**config.mk**
```make
export PLATFORM = sky130hd
export DESIGN_NAME = twr_timer_wake
export DESIGN_NICKNAME = d
export VERILOG_FILES = /design/src/design/twr_pkg.sv /design/src/design/twr_timer_wake.sv
export VERILOG_INCLUDE_DIRS = /design/src /design/src/design
export SDC_FILE = /design/constraint.sdc
export NUM_CORES = 1
export LEC_CHECK = 0
export BUFFER_PORTS_ARGS = -buffer_cell sky130_fd_sc_hd__buf_2
export CAP_MARGIN = 15
export CORE_UTILIZATION = 52
export CTS_BUF_LIST = sky130_fd_sc_hd__clkbuf_16
export DETAILED_ROUTE_END_ITERATION = 10
export PLACE_DENSITY = 0.76
export SYNTH_ARGS = -nofsm -noshare
export SYNTH_HDL_FRONTEND = slang
export SYNTH_SLANG_ARGS = --single-unit
```
**constraint.sdc**
```tcl
create_clock -name clk_i -period 2.5 [get_ports clk_i]
set_input_delay 0.25 -clock clk_i [delete_from_list [all_inputs] [get_ports clk_i]]
set_output_delay 0.25 -clock clk_i [all_outputs]
set_load 0.01 [all_outputs]
```
**src/design/twr_defines.svh**
```systemverilog
// register map, field positions, reset values and timing counts
`ifndef TWR_DEFINES_SVH
`define TWR_DEFINES_SVH

// ****************************************
// register byte offsets
// ****************************************
`define TWR_A_CTRL  8'h00
`define TWR_A_TBC   8'h04
`define TWR_A_WCTL  8'h08
`define TWR_A_FLAG  8'h0c
`define TWR_A_MASK1 8'h10
`define TWR_A_MASK2 8'h14
`define TWR_A_WAKE  8'h18
`define TWR_A_STAT  8'h1c
`define TWR_A_PULLH 8'h20
`define TWR_A_PULLD 8'h24
`define TWR_A_LVD   8'h28

// ****************************************
// field positions and write masks
// ****************************************
`define TWR_CTRL_GIE  6
`define TWR_CTRL_SRC  5
`define TWR_CTRL_EDGE 4
`define TWR_CTRL_PSE  3
`define TWR_WCTL_EN   7
`define TWR_WCTL_PSE  3
`define TWR_F_TB      0
`define TWR_F_IC      1
`define TWR_F_AD      6
`define TWR_WAKE_IC   6
`define TWR_WAKE_AD   5
`define TWR_ST_T      4
`define TWR_ST_P      3
`define TWR_WCTL_WM   8'h8f
`define TWR_MASK1_WM  8'he7
`define TWR_MASK2_WM  8'h30
`define TWR_FLAG_WM   8'h43
`define TWR_WAKE_WM   8'h60

// ****************************************
// reset values and vectors
// ****************************************
`define TWR_PULL_RST  8'hff
`define TWR_WCTL_RST  8'h80
`define TWR_VEC_IC    8'h06
`define TWR_VEC_TB    8'h09
`define TWR_VEC_AD    8'h30

// ****************************************
// times and derived cycle counts
// ****************************************
`define TWR_CLK_MHZ     100
`define TWR_START_MS    18
`define TWR_WDT_MS      18
`define TWR_WAKE_RC_CLK 34
`define TWR_HXT_MS      2
`define TWR_HXT_CLK     32
`define TWR_LOW_CRYSTAL_TWO_MODE_MS     500
`define TWR_OTH_US      150
`define TWR_START_CYC   (`TWR_START_MS * 1000 * `TWR_CLK_MHZ)
`define TWR_WDT_TICK_CYC ((`TWR_WDT_MS * 1000 * `TWR_CLK_MHZ) / 256)
`define TWR_WAKE_RC_CYC `TWR_WAKE_RC_CLK
`define TWR_WAKE_HXT_CYC (`TWR_HXT_MS * 1000 * `TWR_CLK_MHZ + `TWR_HXT_CLK)
`define TWR_WAKE_LOW_CRYSTAL_TWO_MODE_CYC (`TWR_LOW_CRYSTAL_TWO_MODE_MS * 1000 * `TWR_CLK_MHZ)
`define TWR_WAKE_OTH_CYC (`TWR_OTH_US * `TWR_CLK_MHZ)

`endif

```
**src/design/twr_pkg.sv**
```systemverilog
// types shared by the timer, watchdog, reset and wake-up block
package twr_pkg;

   typedef enum logic [1:0] {ST_HOLD, ST_RUN, ST_SLEEP, ST_WAKE} twr_state_type;

   typedef enum logic [1:0] {OSC_RC, OSC_HXT, OSC_LOW_CRYSTAL_TWO_MODE, OSC_OTHER} twr_osc_type;

   // one-cycle instruction strobes from the core sequencer
   typedef struct packed {
      logic gie_set;
      logic gie_clr;
      logic wdt_clear;
      logic sleep;
   } twr_cmd_type;

   // branch request towards the core
   typedef struct packed {
      logic       req;
      logic [7:0] addr;
   } twr_vec_type;

endpackage : twr_pkg

```
**src/design/twr_timer_wake.sv**
```systemverilog
// time-base counter, watchdog, reset sequencing and sleep wake-up
//
// Behaviour
// - writing the time-base counter clears its prescaler count
// - watchdog-clear or sleep instruction clears watchdog and its prescaler
// - 8-bit counter steps by one each instruction cycle on internal source
// - instruction cycle is clock divided by 2, 4, 8 or 16 by option
// - external source counts one per pin edge of selected polarity
// - time-base counter stops while sleeping
// - watchdog runs on own oscillator, also in sleep, timeout resets
// - watchdog enable writable any time; bypassed period about 18 ms
// - reset on power-on, low reset pin, or enabled watchdog timeout
// - device stays in reset one start-up period, about 18 ms
// - reset zeroes program counter and puts port pins to input
// - pin or watchdog reset clears counter control except the global enable bit; power-on clears all
// - reset sets pull-high, pull-down and voltage-detect controls to ones
// - reset clears interrupt flag and both mask registers
// - sleep instruction powers down; watchdog cleared but keeps running
// - wake delay 34 clocks RC, 2 ms plus 32 high crystal, 500 ms
// - reset-pin or watchdog wake resets; T and P flags tell which
// - port-6 or conversion wake resumes; next instruction if interrupts off
// - enabled unmasked port-6 change branches to vector 06
// - overflow sets flag; with interrupts off execution just continues
// - counter prescaler off is 1:1, on gives 1:2 to 1:256
// - watchdog prescaler off is 1:1, on gives 1:2 to 1:256
// - edge select zero counts rising, one counts falling edges
// - enabled unmasked overflow sets flag and branches to vector 09
//
// The Wishbone interface to the registers and the placing of the registers were decided locally.
`timescale 1ns/10ps
`include "twr_defines.svh"

module twr_timer_wake
   import twr_pkg::*;
#(
   parameter int unsigned START_CYC     = `TWR_START_CYC,
   parameter int unsigned WDT_TICK_CYC  = `TWR_WDT_TICK_CYC,
   parameter int unsigned WAKE_HXT_CYC  = `TWR_WAKE_HXT_CYC,
   parameter int unsigned WAKE_LOW_CRYSTAL_TWO_MODE_CYC = `TWR_WAKE_LOW_CRYSTAL_TWO_MODE_CYC,
   parameter int unsigned WAKE_OTH_CYC  = `TWR_WAKE_OTH_CYC
) (
   // clock and power-on reset
   input  wire logic        clk_i,
   input  wire logic        rst_i,
   // wishbone slave
   input  wire logic        wb_cyc_i,
   input  wire logic        wb_stb_i,
   input  wire logic        wb_we_i,
   input  wire logic [7:0]  wb_adr_i,
   input  wire logic [3:0]  wb_sel_i,
   input  wire logic [31:0] wb_dat_i,
   output logic      [31:0] wb_dat_o,
   output logic             wb_ack_o,
   // core instruction strobes and options
   input  wire twr_cmd_type core_cmd_i,
   input  wire logic [1:0]  cycle_clock_select_option_i,
   input  wire twr_osc_type osc_mode_i,
   input  wire logic        watchdog_hardware_option_i,
   // pins and wake sources
   input  wire logic        reset_pin_n_i,
   input  wire logic        counter_pin_i,
   input  wire logic        port6_change_i,
   input  wire logic        conversion_done_i,
   // towards the core
   output logic             core_reset_o,
   output logic             pc_clear_o,
   output logic             ports_input_o,
   output logic             sleep_o,
   output logic             resume_o,
   output twr_vec_type      vector_o,
   output logic [7:0]       timebase_counter_o
);

   // ****************************************
   // declarations
   // ****************************************
   twr_state_type state_r;
   logic [31:0]   dly_r;
   logic [31:0]   wake_len;
   logic [7:0]    ctrl_r, tb_r, tpsc_r, wctl_r, wdt_r, wpsc_r;
   logic [7:0]    flag_r, mask1_r, mask2_r, wake_r, stat_r;
   logic [7:0]    pull_r [3];
   logic [15:0]   wdiv_r;
   logic [3:0]    cdiv_r;
   logic [2:0]    cp_s_r, rp_s_r;
   logic          cp_lvl_r, rp_lvl_r, ack_r, resume_r, wsrc_ic_r;
   twr_vec_type   vec_r;
   logic          dev_rst, run, bus_wr, tb_wr, cdiv_hit, cyc_en;
   logic          cp_rise, cp_fall, tb_src, tb_step, ovf;
   logic          wtick, wdt_step, wdt_en, wdt_to, wdt_clr, rst_evt;
   logic          gie, ic_set, ad_set, ic_wake, ad_wake, wake_done;
   logic [7:0]    wdat;

   // prescaler tap: fires when the low ratio+1 bits are all ones
   function automatic logic psc_hit(input logic [7:0] c, input logic [2:0] r);
      logic [7:0] m;
      m = 8'((9'h2 << r) - 9'h1);
      return (c & m) == m;
   endfunction : psc_hit

   // ****************************************
   // pin synchronisers
   // ****************************************
   // three stages; a level counts once stages two and three agree
   always_ff @(posedge clk_i) begin
      if (rst_i) begin
         cp_s_r   <= 3'h0;
         cp_lvl_r <= 1'b0;
         rp_s_r   <= 3'h7;
         rp_lvl_r <= 1'b1;
      end else begin
         cp_s_r <= {cp_s_r[1:0], counter_pin_i};
         rp_s_r <= {rp_s_r[1:0], reset_pin_n_i};
         if (cp_s_r[1] == cp_s_r[2]) cp_lvl_r <= cp_s_r[2];
         if (rp_s_r[1] == rp_s_r[2]) rp_lvl_r <= rp_s_r[2];
      end
   end

   // pulse widths under two clocks are lost
   assign cp_rise = (cp_s_r[1] == cp_s_r[2]) & cp_s_r[2] & ~cp_lvl_r;
   assign cp_fall = (cp_s_r[1] == cp_s_r[2]) & ~cp_s_r[2] & cp_lvl_r;

   // ****************************************
   // wishbone slave
   // ****************************************
   // ack one cycle after the strobe; writes land on the ack edge
   always_ff @(posedge clk_i) begin
      if (rst_i) ack_r <= 1'b0;
      else ack_r <= wb_cyc_i & wb_stb_i & ~ack_r;
   end

   assign wb_ack_o = ack_r;
   assign bus_wr   = wb_cyc_i & wb_stb_i & wb_we_i & ack_r & wb_sel_i[0];
   assign wdat     = wb_dat_i[7:0];
   assign tb_wr    = bus_wr & (wb_adr_i == `TWR_A_TBC);

   // read data captured with the ack; unmapped reads give zero
   always_ff @(posedge clk_i) begin
      if (rst_i) begin
         wb_dat_o <= 32'h0;
      end else begin
         unique case (wb_adr_i)
            `TWR_A_CTRL:  wb_dat_o <= {24'h0, ctrl_r};
            `TWR_A_TBC:   wb_dat_o <= {24'h0, tb_r};
            `TWR_A_WCTL:  wb_dat_o <= {24'h0, wctl_r};
            `TWR_A_FLAG:  wb_dat_o <= {24'h0, flag_r};
            `TWR_A_MASK1: wb_dat_o <= {24'h0, mask1_r};
            `TWR_A_MASK2: wb_dat_o <= {24'h0, mask2_r};
            `TWR_A_WAKE:  wb_dat_o <= {24'h0, wake_r};
            `TWR_A_STAT:  wb_dat_o <= {24'h0, stat_r[7:2], state_r};
            `TWR_A_PULLH: wb_dat_o <= {24'h0, pull_r[0]};
            `TWR_A_PULLD: wb_dat_o <= {24'h0, pull_r[1]};
            `TWR_A_LVD:   wb_dat_o <= {24'h0, pull_r[2]};
            default:      wb_dat_o <= 32'h0;
         endcase
      end
   end

   // ****************************************
   // reset, sleep and wake sequencer
   // ****************************************
   assign dev_rst   = rst_i | (state_r == ST_HOLD);
   assign run       = state_r == ST_RUN;
   assign rst_evt   = ~rp_lvl_r | wdt_to;
   assign ic_wake   = port6_change_i & wake_r[`TWR_WAKE_IC];
   assign ad_wake   = conversion_done_i & wake_r[`TWR_WAKE_AD];
   assign wake_done = (state_r == ST_WAKE) & (dly_r <= 32'h1) & ~rst_evt;

   // wake delay by oscillator mode
   always_comb begin
      unique case (osc_mode_i)
         OSC_RC:   wake_len = 32'(`TWR_WAKE_RC_CYC);
         OSC_HXT:  wake_len = 32'(WAKE_HXT_CYC);
         OSC_LOW_CRYSTAL_TWO_MODE: wake_len = 32'(WAKE_LOW_CRYSTAL_TWO_MODE_CYC);
         OSC_OTHER: wake_len = 32'(WAKE_OTH_CYC);
      endcase
   end

   // a reset event always wins and restarts the start-up period
   always_ff @(posedge clk_i) begin
      if (rst_i) begin
         state_r <= ST_HOLD;
         dly_r   <= 32'(START_CYC);
      end else if (rst_evt) begin
         state_r <= ST_HOLD;
         dly_r   <= 32'(START_CYC);
      end else begin
         unique case (state_r)
            ST_HOLD: begin
               if (dly_r <= 32'h1) state_r <= ST_RUN;
               else dly_r <= dly_r - 32'h1;
            end
            ST_RUN: begin
               if (core_cmd_i.sleep) state_r <= ST_SLEEP;
            end
            ST_SLEEP: begin
               if (ic_wake | ad_wake) begin
                  state_r <= ST_WAKE;
                  dly_r   <= wake_len;
               end
            end
            ST_WAKE: begin
               if (dly_r <= 32'h1) state_r <= ST_RUN;
               else dly_r <= dly_r - 32'h1;
            end
         endcase
      end
   end

   // remember which source woke us, for the resume branch
   always_ff @(posedge clk_i) begin
      if (dev_rst) wsrc_ic_r <= 1'b0;
      else if (state_r == ST_SLEEP && (ic_wake | ad_wake)) wsrc_ic_r <= ic_wake;
   end

   // core-facing reset view
   assign core_reset_o  = state_r == ST_HOLD;
   assign pc_clear_o    = state_r == ST_HOLD;
   assign ports_input_o = state_r == ST_HOLD;
   assign sleep_o       = (state_r == ST_SLEEP) | (state_r == ST_WAKE);

   // ****************************************
   // time-out and power-down flags
   // ****************************************
   // power-on and a run-state watchdog-clear set both; a pin reset leaves them as they were
   always_ff @(posedge clk_i) begin
      if (rst_i) begin
         stat_r <= 8'h18;
      end else if (wdt_to) begin
         stat_r[`TWR_ST_T] <= 1'b0;
         stat_r[`TWR_ST_P] <= run;
      end else if (run && core_cmd_i.sleep) begin
         stat_r[`TWR_ST_T] <= 1'b1;
         stat_r[`TWR_ST_P] <= 1'b0;
      end else if (run && core_cmd_i.wdt_clear) begin
         stat_r[`TWR_ST_T] <= 1'b1;
         stat_r[`TWR_ST_P] <= 1'b1;
      end
   end

   // ****************************************
   // control registers
   // ****************************************
   assign gie = ctrl_r[`TWR_CTRL_GIE];

   // the global enable survives pin and watchdog resets
   always_ff @(posedge clk_i) begin
      if (rst_i) begin
         ctrl_r <= 8'h0;
      end else if (dev_rst) begin
         ctrl_r <= ctrl_r & (8'h1 << `TWR_CTRL_GIE);
      end else begin
         if (bus_wr && wb_adr_i == `TWR_A_CTRL) ctrl_r <= wdat;
         if (core_cmd_i.gie_set) ctrl_r[`TWR_CTRL_GIE] <= 1'b1;
         if (core_cmd_i.gie_clr) ctrl_r[`TWR_CTRL_GIE] <= 1'b0;
      end
   end

   // watchdog enable may change at any time
   always_ff @(posedge clk_i) begin
      if (dev_rst) wctl_r <= `TWR_WCTL_RST;
      else if (bus_wr && wb_adr_i == `TWR_A_WCTL) wctl_r <= wdat & `TWR_WCTL_WM;
   end

   // masks and wake enables
   always_ff @(posedge clk_i) begin
      if (dev_rst) begin
         mask1_r <= 8'h0;
         mask2_r <= 8'h0;
         wake_r  <= 8'h0;
      end else if (bus_wr) begin
         if (wb_adr_i == `TWR_A_MASK1) mask1_r <= wdat & `TWR_MASK1_WM;
         if (wb_adr_i == `TWR_A_MASK2) mask2_r <= wdat & `TWR_MASK2_WM;
         if (wb_adr_i == `TWR_A_WAKE)  wake_r  <= wdat & `TWR_WAKE_WM;
      end
   end

   // pull and voltage-detect controls, all ones out of reset
   always_ff @(posedge clk_i) begin
      if (dev_rst) begin
         for (int i = 0; i < 3; i++) pull_r[i] <= `TWR_PULL_RST;
      end else if (bus_wr) begin
         if (wb_adr_i == `TWR_A_PULLH) pull_r[0] <= wdat;
         if (wb_adr_i == `TWR_A_PULLD) pull_r[1] <= wdat;
         if (wb_adr_i == `TWR_A_LVD)   pull_r[2] <= wdat;
      end
   end

   // ****************************************
   // interrupt flags
   // ****************************************
   assign ic_set = port6_change_i & mask1_r[`TWR_F_IC];
   assign ad_set = conversion_done_i & mask1_r[`TWR_F_AD];

   // a hardware set in the same cycle as a software clear wins
   always_ff @(posedge clk_i) begin
      if (dev_rst) begin
         flag_r <= 8'h0;
      end else begin
         flag_r <= ((bus_wr && wb_adr_i == `TWR_A_FLAG) ? (wdat & `TWR_FLAG_WM) : flag_r)
                   | (8'(ovf) << `TWR_F_TB)
                   | (8'(ic_set) << `TWR_F_IC)
                   | (8'(ad_set) << `TWR_F_AD);
      end
   end

   // ****************************************
   // instruction cycle divider
   // ****************************************
   // the oscillator driver is off in sleep, so cycles only count in run
   assign cdiv_hit = cdiv_r == 4'((5'h2 << cycle_clock_select_option_i) - 5'h1);
   assign cyc_en   = cdiv_hit & run;

   always_ff @(posedge clk_i) begin
      if (rst_i || cdiv_hit) cdiv_r <= 4'h0;
      else cdiv_r <= cdiv_r + 4'h1;
   end

   // ****************************************
   // time-base counter
   // ****************************************
   assign tb_src  = run & (ctrl_r[`TWR_CTRL_SRC]
                   ? (ctrl_r[`TWR_CTRL_EDGE] ? cp_fall : cp_rise)
                   : cyc_en);
   assign tb_step = tb_src & (~ctrl_r[`TWR_CTRL_PSE]
                   | psc_hit(tpsc_r, ctrl_r[2:0]));
   assign ovf     = tb_step & (tb_r == 8'hff);

   always_ff @(posedge clk_i) begin
      if (dev_rst) begin
         tb_r   <= 8'h0;
         tpsc_r <= 8'h0;
      end else if (tb_wr) begin
         tb_r   <= wdat;
         tpsc_r <= 8'h0;
      end else if (tb_src) begin
         tpsc_r <= tpsc_r + 8'h1;
         if (tb_step) tb_r <= tb_r + 8'h1;
      end
   end

   assign timebase_counter_o = tb_r;

   // ****************************************
   // watchdog
   // ****************************************
   // free-running tick stands in for the on-chip rc oscillator
   assign wtick = wdiv_r == 16'(WDT_TICK_CYC - 1);

   always_ff @(posedge clk_i) begin
      if (rst_i || wtick) wdiv_r <= 16'h0;
      else wdiv_r <= wdiv_r + 16'h1;
   end

   assign wdt_en   = watchdog_hardware_option_i & wctl_r[`TWR_WCTL_EN];
   assign wdt_step = wtick & (~wctl_r[`TWR_WCTL_PSE]
                    | psc_hit(wpsc_r, wctl_r[2:0]));
   assign wdt_to   = wdt_en & wdt_step & (wdt_r == 8'hff) & ~dev_rst;
   assign wdt_clr  = run & (core_cmd_i.wdt_clear | core_cmd_i.sleep);

   // counts in run, sleep and wake alike
   always_ff @(posedge clk_i) begin
      if (dev_rst || wdt_clr || !wdt_en) begin
         wdt_r  <= 8'h0;
         wpsc_r <= 8'h0;
      end else if (wtick) begin
         wpsc_r <= wpsc_r + 8'h1;
         if (wdt_step) wdt_r <= wdt_r + 8'h1;
      end
   end

   // ****************************************
   // branch requests and resume
   // ****************************************
   // lowest vector first when events coincide
   always_ff @(posedge clk_i) begin
      if (dev_rst) begin
         vec_r    <= '0;
         resume_r <= 1'b0;
      end else begin
         vec_r.req <= 1'b0;
         resume_r  <= wake_done;
         if (run && gie && ic_set) begin
            vec_r <= '{req: 1'b1, addr: `TWR_VEC_IC};
         end else if (run && gie && ovf && mask1_r[`TWR_F_TB]) begin
            vec_r <= '{req: 1'b1, addr: `TWR_VEC_TB};
         end else if (run && gie && ad_set) begin
            vec_r <= '{req: 1'b1, addr: `TWR_VEC_AD};
         end else if (wake_done && gie && wsrc_ic_r && mask1_r[`TWR_F_IC]) begin
            vec_r <= '{req: 1'b1, addr: `TWR_VEC_IC};
         end else if (wake_done && gie && !wsrc_ic_r && mask1_r[`TWR_F_AD]) begin
            vec_r <= '{req: 1'b1, addr: `TWR_VEC_AD};
         end
      end
   end

   assign vector_o = vec_r;
   assign resume_o = resume_r;
endmodule : twr_timer_wake

```
==> impl_table.tex <==
\begin{tabular}{lr}
\hline
Metric & Value \\
\hline
\multicolumn{2}{l}{\textbf{Run status}} \\
Result of the run & completed \\
\multicolumn{2}{l}{\textbf{Die}} \\
Width of the die & 127 um \\
Number of placement rows & 45 \\
Core box area & 0.0152 mm\^{}2 \\
Initial cell density of the core & 0.532 \\
Total I/O pin count & 117 \\
Die height & 127 um \\
Die area & 0.0161 mm\^{}2 \\
\multicolumn{2}{l}{\textbf{Clock network}} \\
Clock slew at reported path FFs & 70 ps \\
Total number of clock tree sinks & 161 \\
Clock network latency to the later pin of the worst-skew pair & 440 ps \\
Clock tree from TritonCTS & yes \\
H-tree lvl count & 4 \\
Number of buffers on the longest clock path & 2 \\
CTS Root Cell & clkbuf\_16 \\
Clock buffers created by TritonCTS & 17 \\
\multicolumn{2}{l}{\textbf{Synth}} \\
Synthesized area & 0.00809 mm\^{}2 \\
Synth area leader & dfxtp\_1 \\
Main synth FF type & dfxtp\_1 \\
Post-synthesis cell type count & 72 \\
Synthesized area per cell & approximately 8.6 um\^{}2 \\
Leading cell types by total area after synthesis & dfxtp\_1 (34\%), edfxtp\_1 (8.9\%), nor2\_1 (5.8\%), nand2\_1 (4.1\%), nand3\_1 (4.0\%) \\
Total number of yosys warnings & 0 \\
Cell count after synthesis & 946 \\
Flops \& latches, synth & 161 \\
Share of the yosys chip area belonging to registers & 0.428 \\
Portion of synthesized cell area occupied by the leading cell type & 0.339 \\
Share of synthesized registers carrying an async set or reset & 0 \\
EDFF count, synth & 24 \\
\multicolumn{2}{l}{\textbf{STA}} \\
Max Freq & 0.404 GHz \\
Worst Skew & 9.87 ps \\
Smallest setup slack after layout & 24.5 ps \\
Max-slew violation count & 0 \\
Hold violation total from the final report & 0 \\
Hold\_ws & 22.7 ps \\
Unrepaired setup endpoints after global routing & yes \\
Slew Limit Headroom & 0.586 \\
Shortest period the worst path allows & between 2000 and 2500 ps \\
Portion of the clock cycle consumed by the worst path in the final layout & 0.990 \\
Final number of setup-violating endpoints & 0 \\
Worst slew pin tran & roughly 620 ps \\
\multicolumn{2}{l}{\textbf{Setup path}} \\
R2r startpoint & wctl\_r[0]\$\_SDFFE\_PP0P\_ \\
Element type at the critical path start & flop \\
Required time of the critical path & 2860 ps \\
Crit path launch & wctl\_r[0]\$\_SDFFE\_PP0P\_ \\
Maximum net fanout on the critical path & 5 \\
Nature of the critical path endpoint & flop \\
Depth of the worst register-to-register path & 10 \\
CP arrival & 2840 ps \\
Worst setup path category & reg -> reg \\
\multicolumn{2}{l}{\textbf{Power and ir drop}} \\
Pwr dens & 577 mW/mm\^{}2 \\
Leak pwr & 3.39 nW \\
Final Power & roughly 0.0055 W \\
Worst-case vdd ir drop & between 0.5 and 0.6 mV \\
\multicolumn{2}{l}{\textbf{Min path}} \\
Number of cells traversed by the worst hold path & 2 \\
Hold wc startpoint & counter\_pin\_i \\
Hold Crit Class & in -> reg \\
\multicolumn{2}{l}{\textbf{Final layout}} \\
Most used cells in the layout excluding fill and tap cells & dfxtp\_1 (134), nor2\_1 (123), nand2\_1 (87) \\
Multi-input gate area & 0.00438 mm\^{}2 \\
Share of the core filled with cells in the final layout & 0.628 \\
Number of inserted diodes & 0 \\
Share of post-route cells with drive strength above 1 & 0.193 \\
Fill cell count & 1283 \\
Number of nets in the final layout & 1128 \\
Sequential Area & 0.00347 mm\^{}2 \\
Most frequent standard cell in the layout excluding fill and tap cells & dfxtp\_1 \\
P\&R area growth vs syn & 17.9\% \\
\multicolumn{2}{l}{\textbf{Global routing}} \\
Global-route layer with the greatest usage & met2 \\
Met2 GRT Util & 0.448 \\
Global-route wire length before repair & approximately 33000 um \\
Largest net degree at the start of global routing & 42 \\
Initial antenna violation count & 0 \\
Global route overflow & 0 \\
GR Layer Usage met1 & 0.325 \\
Vias in the first global route & about 6600 \\
Overall fraction of global-route tracks in use & 0.263 \\
GR met3 Demand/Resource & 0.0485 \\
\multicolumn{2}{l}{\textbf{Placed design}} \\
DP Worst Slack & -46.1 ps \\
DP HPWL & 14100 um \\
Final weighted congestion in routability-driven placement & $\sim$0.93 \\
Buffers added on ports & 63 \\
\multicolumn{2}{l}{\textbf{Route}} \\
DRC Markers & 0 \\
Vias per inst & 5.75 \\
First drt pass iteration count & 5 \\
Detailed router's first-iteration violation count & 682 \\
Number of nets with antenna violations after detailed routing & 0 \\
Routed via count & 7160 \\
Final routed wirelength across all metal layers & approximately 20000 um \\
Post-detailed-route wirelength per cell & 16.2 um \\
\multicolumn{2}{l}{\textbf{Run}} \\
Number of violations of the max-capacitance limit & 0 \\
\hline
\end{tabular}
cells in the mapped netlist, drive strengths merged, types with 3 or more instances:
cell type  instances
a211oi             3
a21boi             3
a21oi             61
a221oi             4
a222oi            10
a22o               3
a22oi              8
a31oi             11
a32oi              3
a41oi              3
and2               8
and3              15
and4               3
buf               37
clkbuf            33
dfxtp            137
edfxtp            24
ha                21
inv               20
mux2i              9
nand2             90
nand2b            13
nand3             64
nand3b             5
nand4             14
nor2             127
nor2b              4
nor3              25
nor3b              3
nor4              14
nor4b              4
o211ai             7
o21ai             45
o21bai             3
o22ai              6
o41ai              4
or2                9
or3                7
or4                9
xnor2             26
xor2              28
per-layer routing:
layer / wire, um / share of wire / up-vias
met5: 0 / 0 / -
met4: 455 / 0.023 / 0
met3: 1390 / 0.069 / 37
met2: 9860 / 0.49 / 263
met1: 8510 / 0.42 / 3322
li1: - / - / 3538
logic make-up (layout without fill, tap and decap cells):
| family | after synthesis | count (layout) | synth area share |
|---|---|---|---|
| xor+xnor | 54 | 54 | 0.0585 |
| simple gates | 421 | 421 | 0.262 |
| mux | 11 | 11 | 0.0139 |
| buf+inv | 90 | 177 | 0.0574 |
| flops | 161 | 161 | 0.428 |
| fa+ha+maj | 21 | 21 | 0.0325 |
| other cells | 1 | 26 | 0.000464 |
| compound gates | 187 | 187 | 0.147 |
worst max-delay path, cell delays in order, from the launching register on:
cell      delay [ps]
dfxtp_2          330
or3_4            410
ha_4             190
nor2_4            80
nand3_2           90
a21oi_2          210
o41ai_2          100
buf_4            150
or4_4            530
and2_4           160
a211oi_2         150
sequential cells by signal, summed over array words and instances (netlist names), 4 cells and up:
name,flops
timebase_counter_o,8
wpsc_r,8
tpsc_r,8
pull_r,24
wctl_r,5
wb_dat_o,8
cdiv_r,4
wdiv_r,16
dly_r,32
wdt_r,8
ctrl_r,8
mask1_r,6
vector_o,4
cell type report:
type / count / area share
clock buffers: 18 / 0.0472
clock inverters: 14 / 0.0125
inverters: 20 / 0.00787
multi-input cells: 720 / 0.459
flip-flops and latches: 161 / 0.363
well taps: 188 / 0.0247
repair buffers: 125 / 0.0851
power by group:
part	switching, W	total [W]	leakage [nW]	internal (W)
sequential	0.0000335	0.00269	1.30	0.00265
clock	0.00115	0.00251	0.277	0.00136
combinational	0.000185	0.000311	1.81	0.000127
total	0.00137	0.00551	3.39	0.00414
per-stage QoR:
stage,instance area (um^2),std cells,TNS [ps]
after floorplan,8200,971,0
after global placement,8810,1209,-69.4
after detailed placement,8810,1209,-179
after CTS,9410,1243,-33.6
after global routing,9540,1246,-480
final,9540,1246,0
what timing repair did:
item	4_1_cts	5_1_grt
hold buffers	1	0
gates resized for setup	5	25
endpoints found under the hold margin	1	0
endpoints found under the setup margin	8	40
setup buffers	1	3
pin swaps	1	3
final timing paths:
path	endpoint	slack, ps
worst max-delay path	vector_o[1]$_SDFFE_PP0P_	20
worst min-delay path	cp_s_r[0]$_SDFF_PP0_	20
worst max register to register	vector_o[1]$_SDFFE_PP0P_	20
worst min register to register	rp_s_r[1]$_SDFF_PP1_	420
Note: power is estimated with default switching activity, not from simulation.
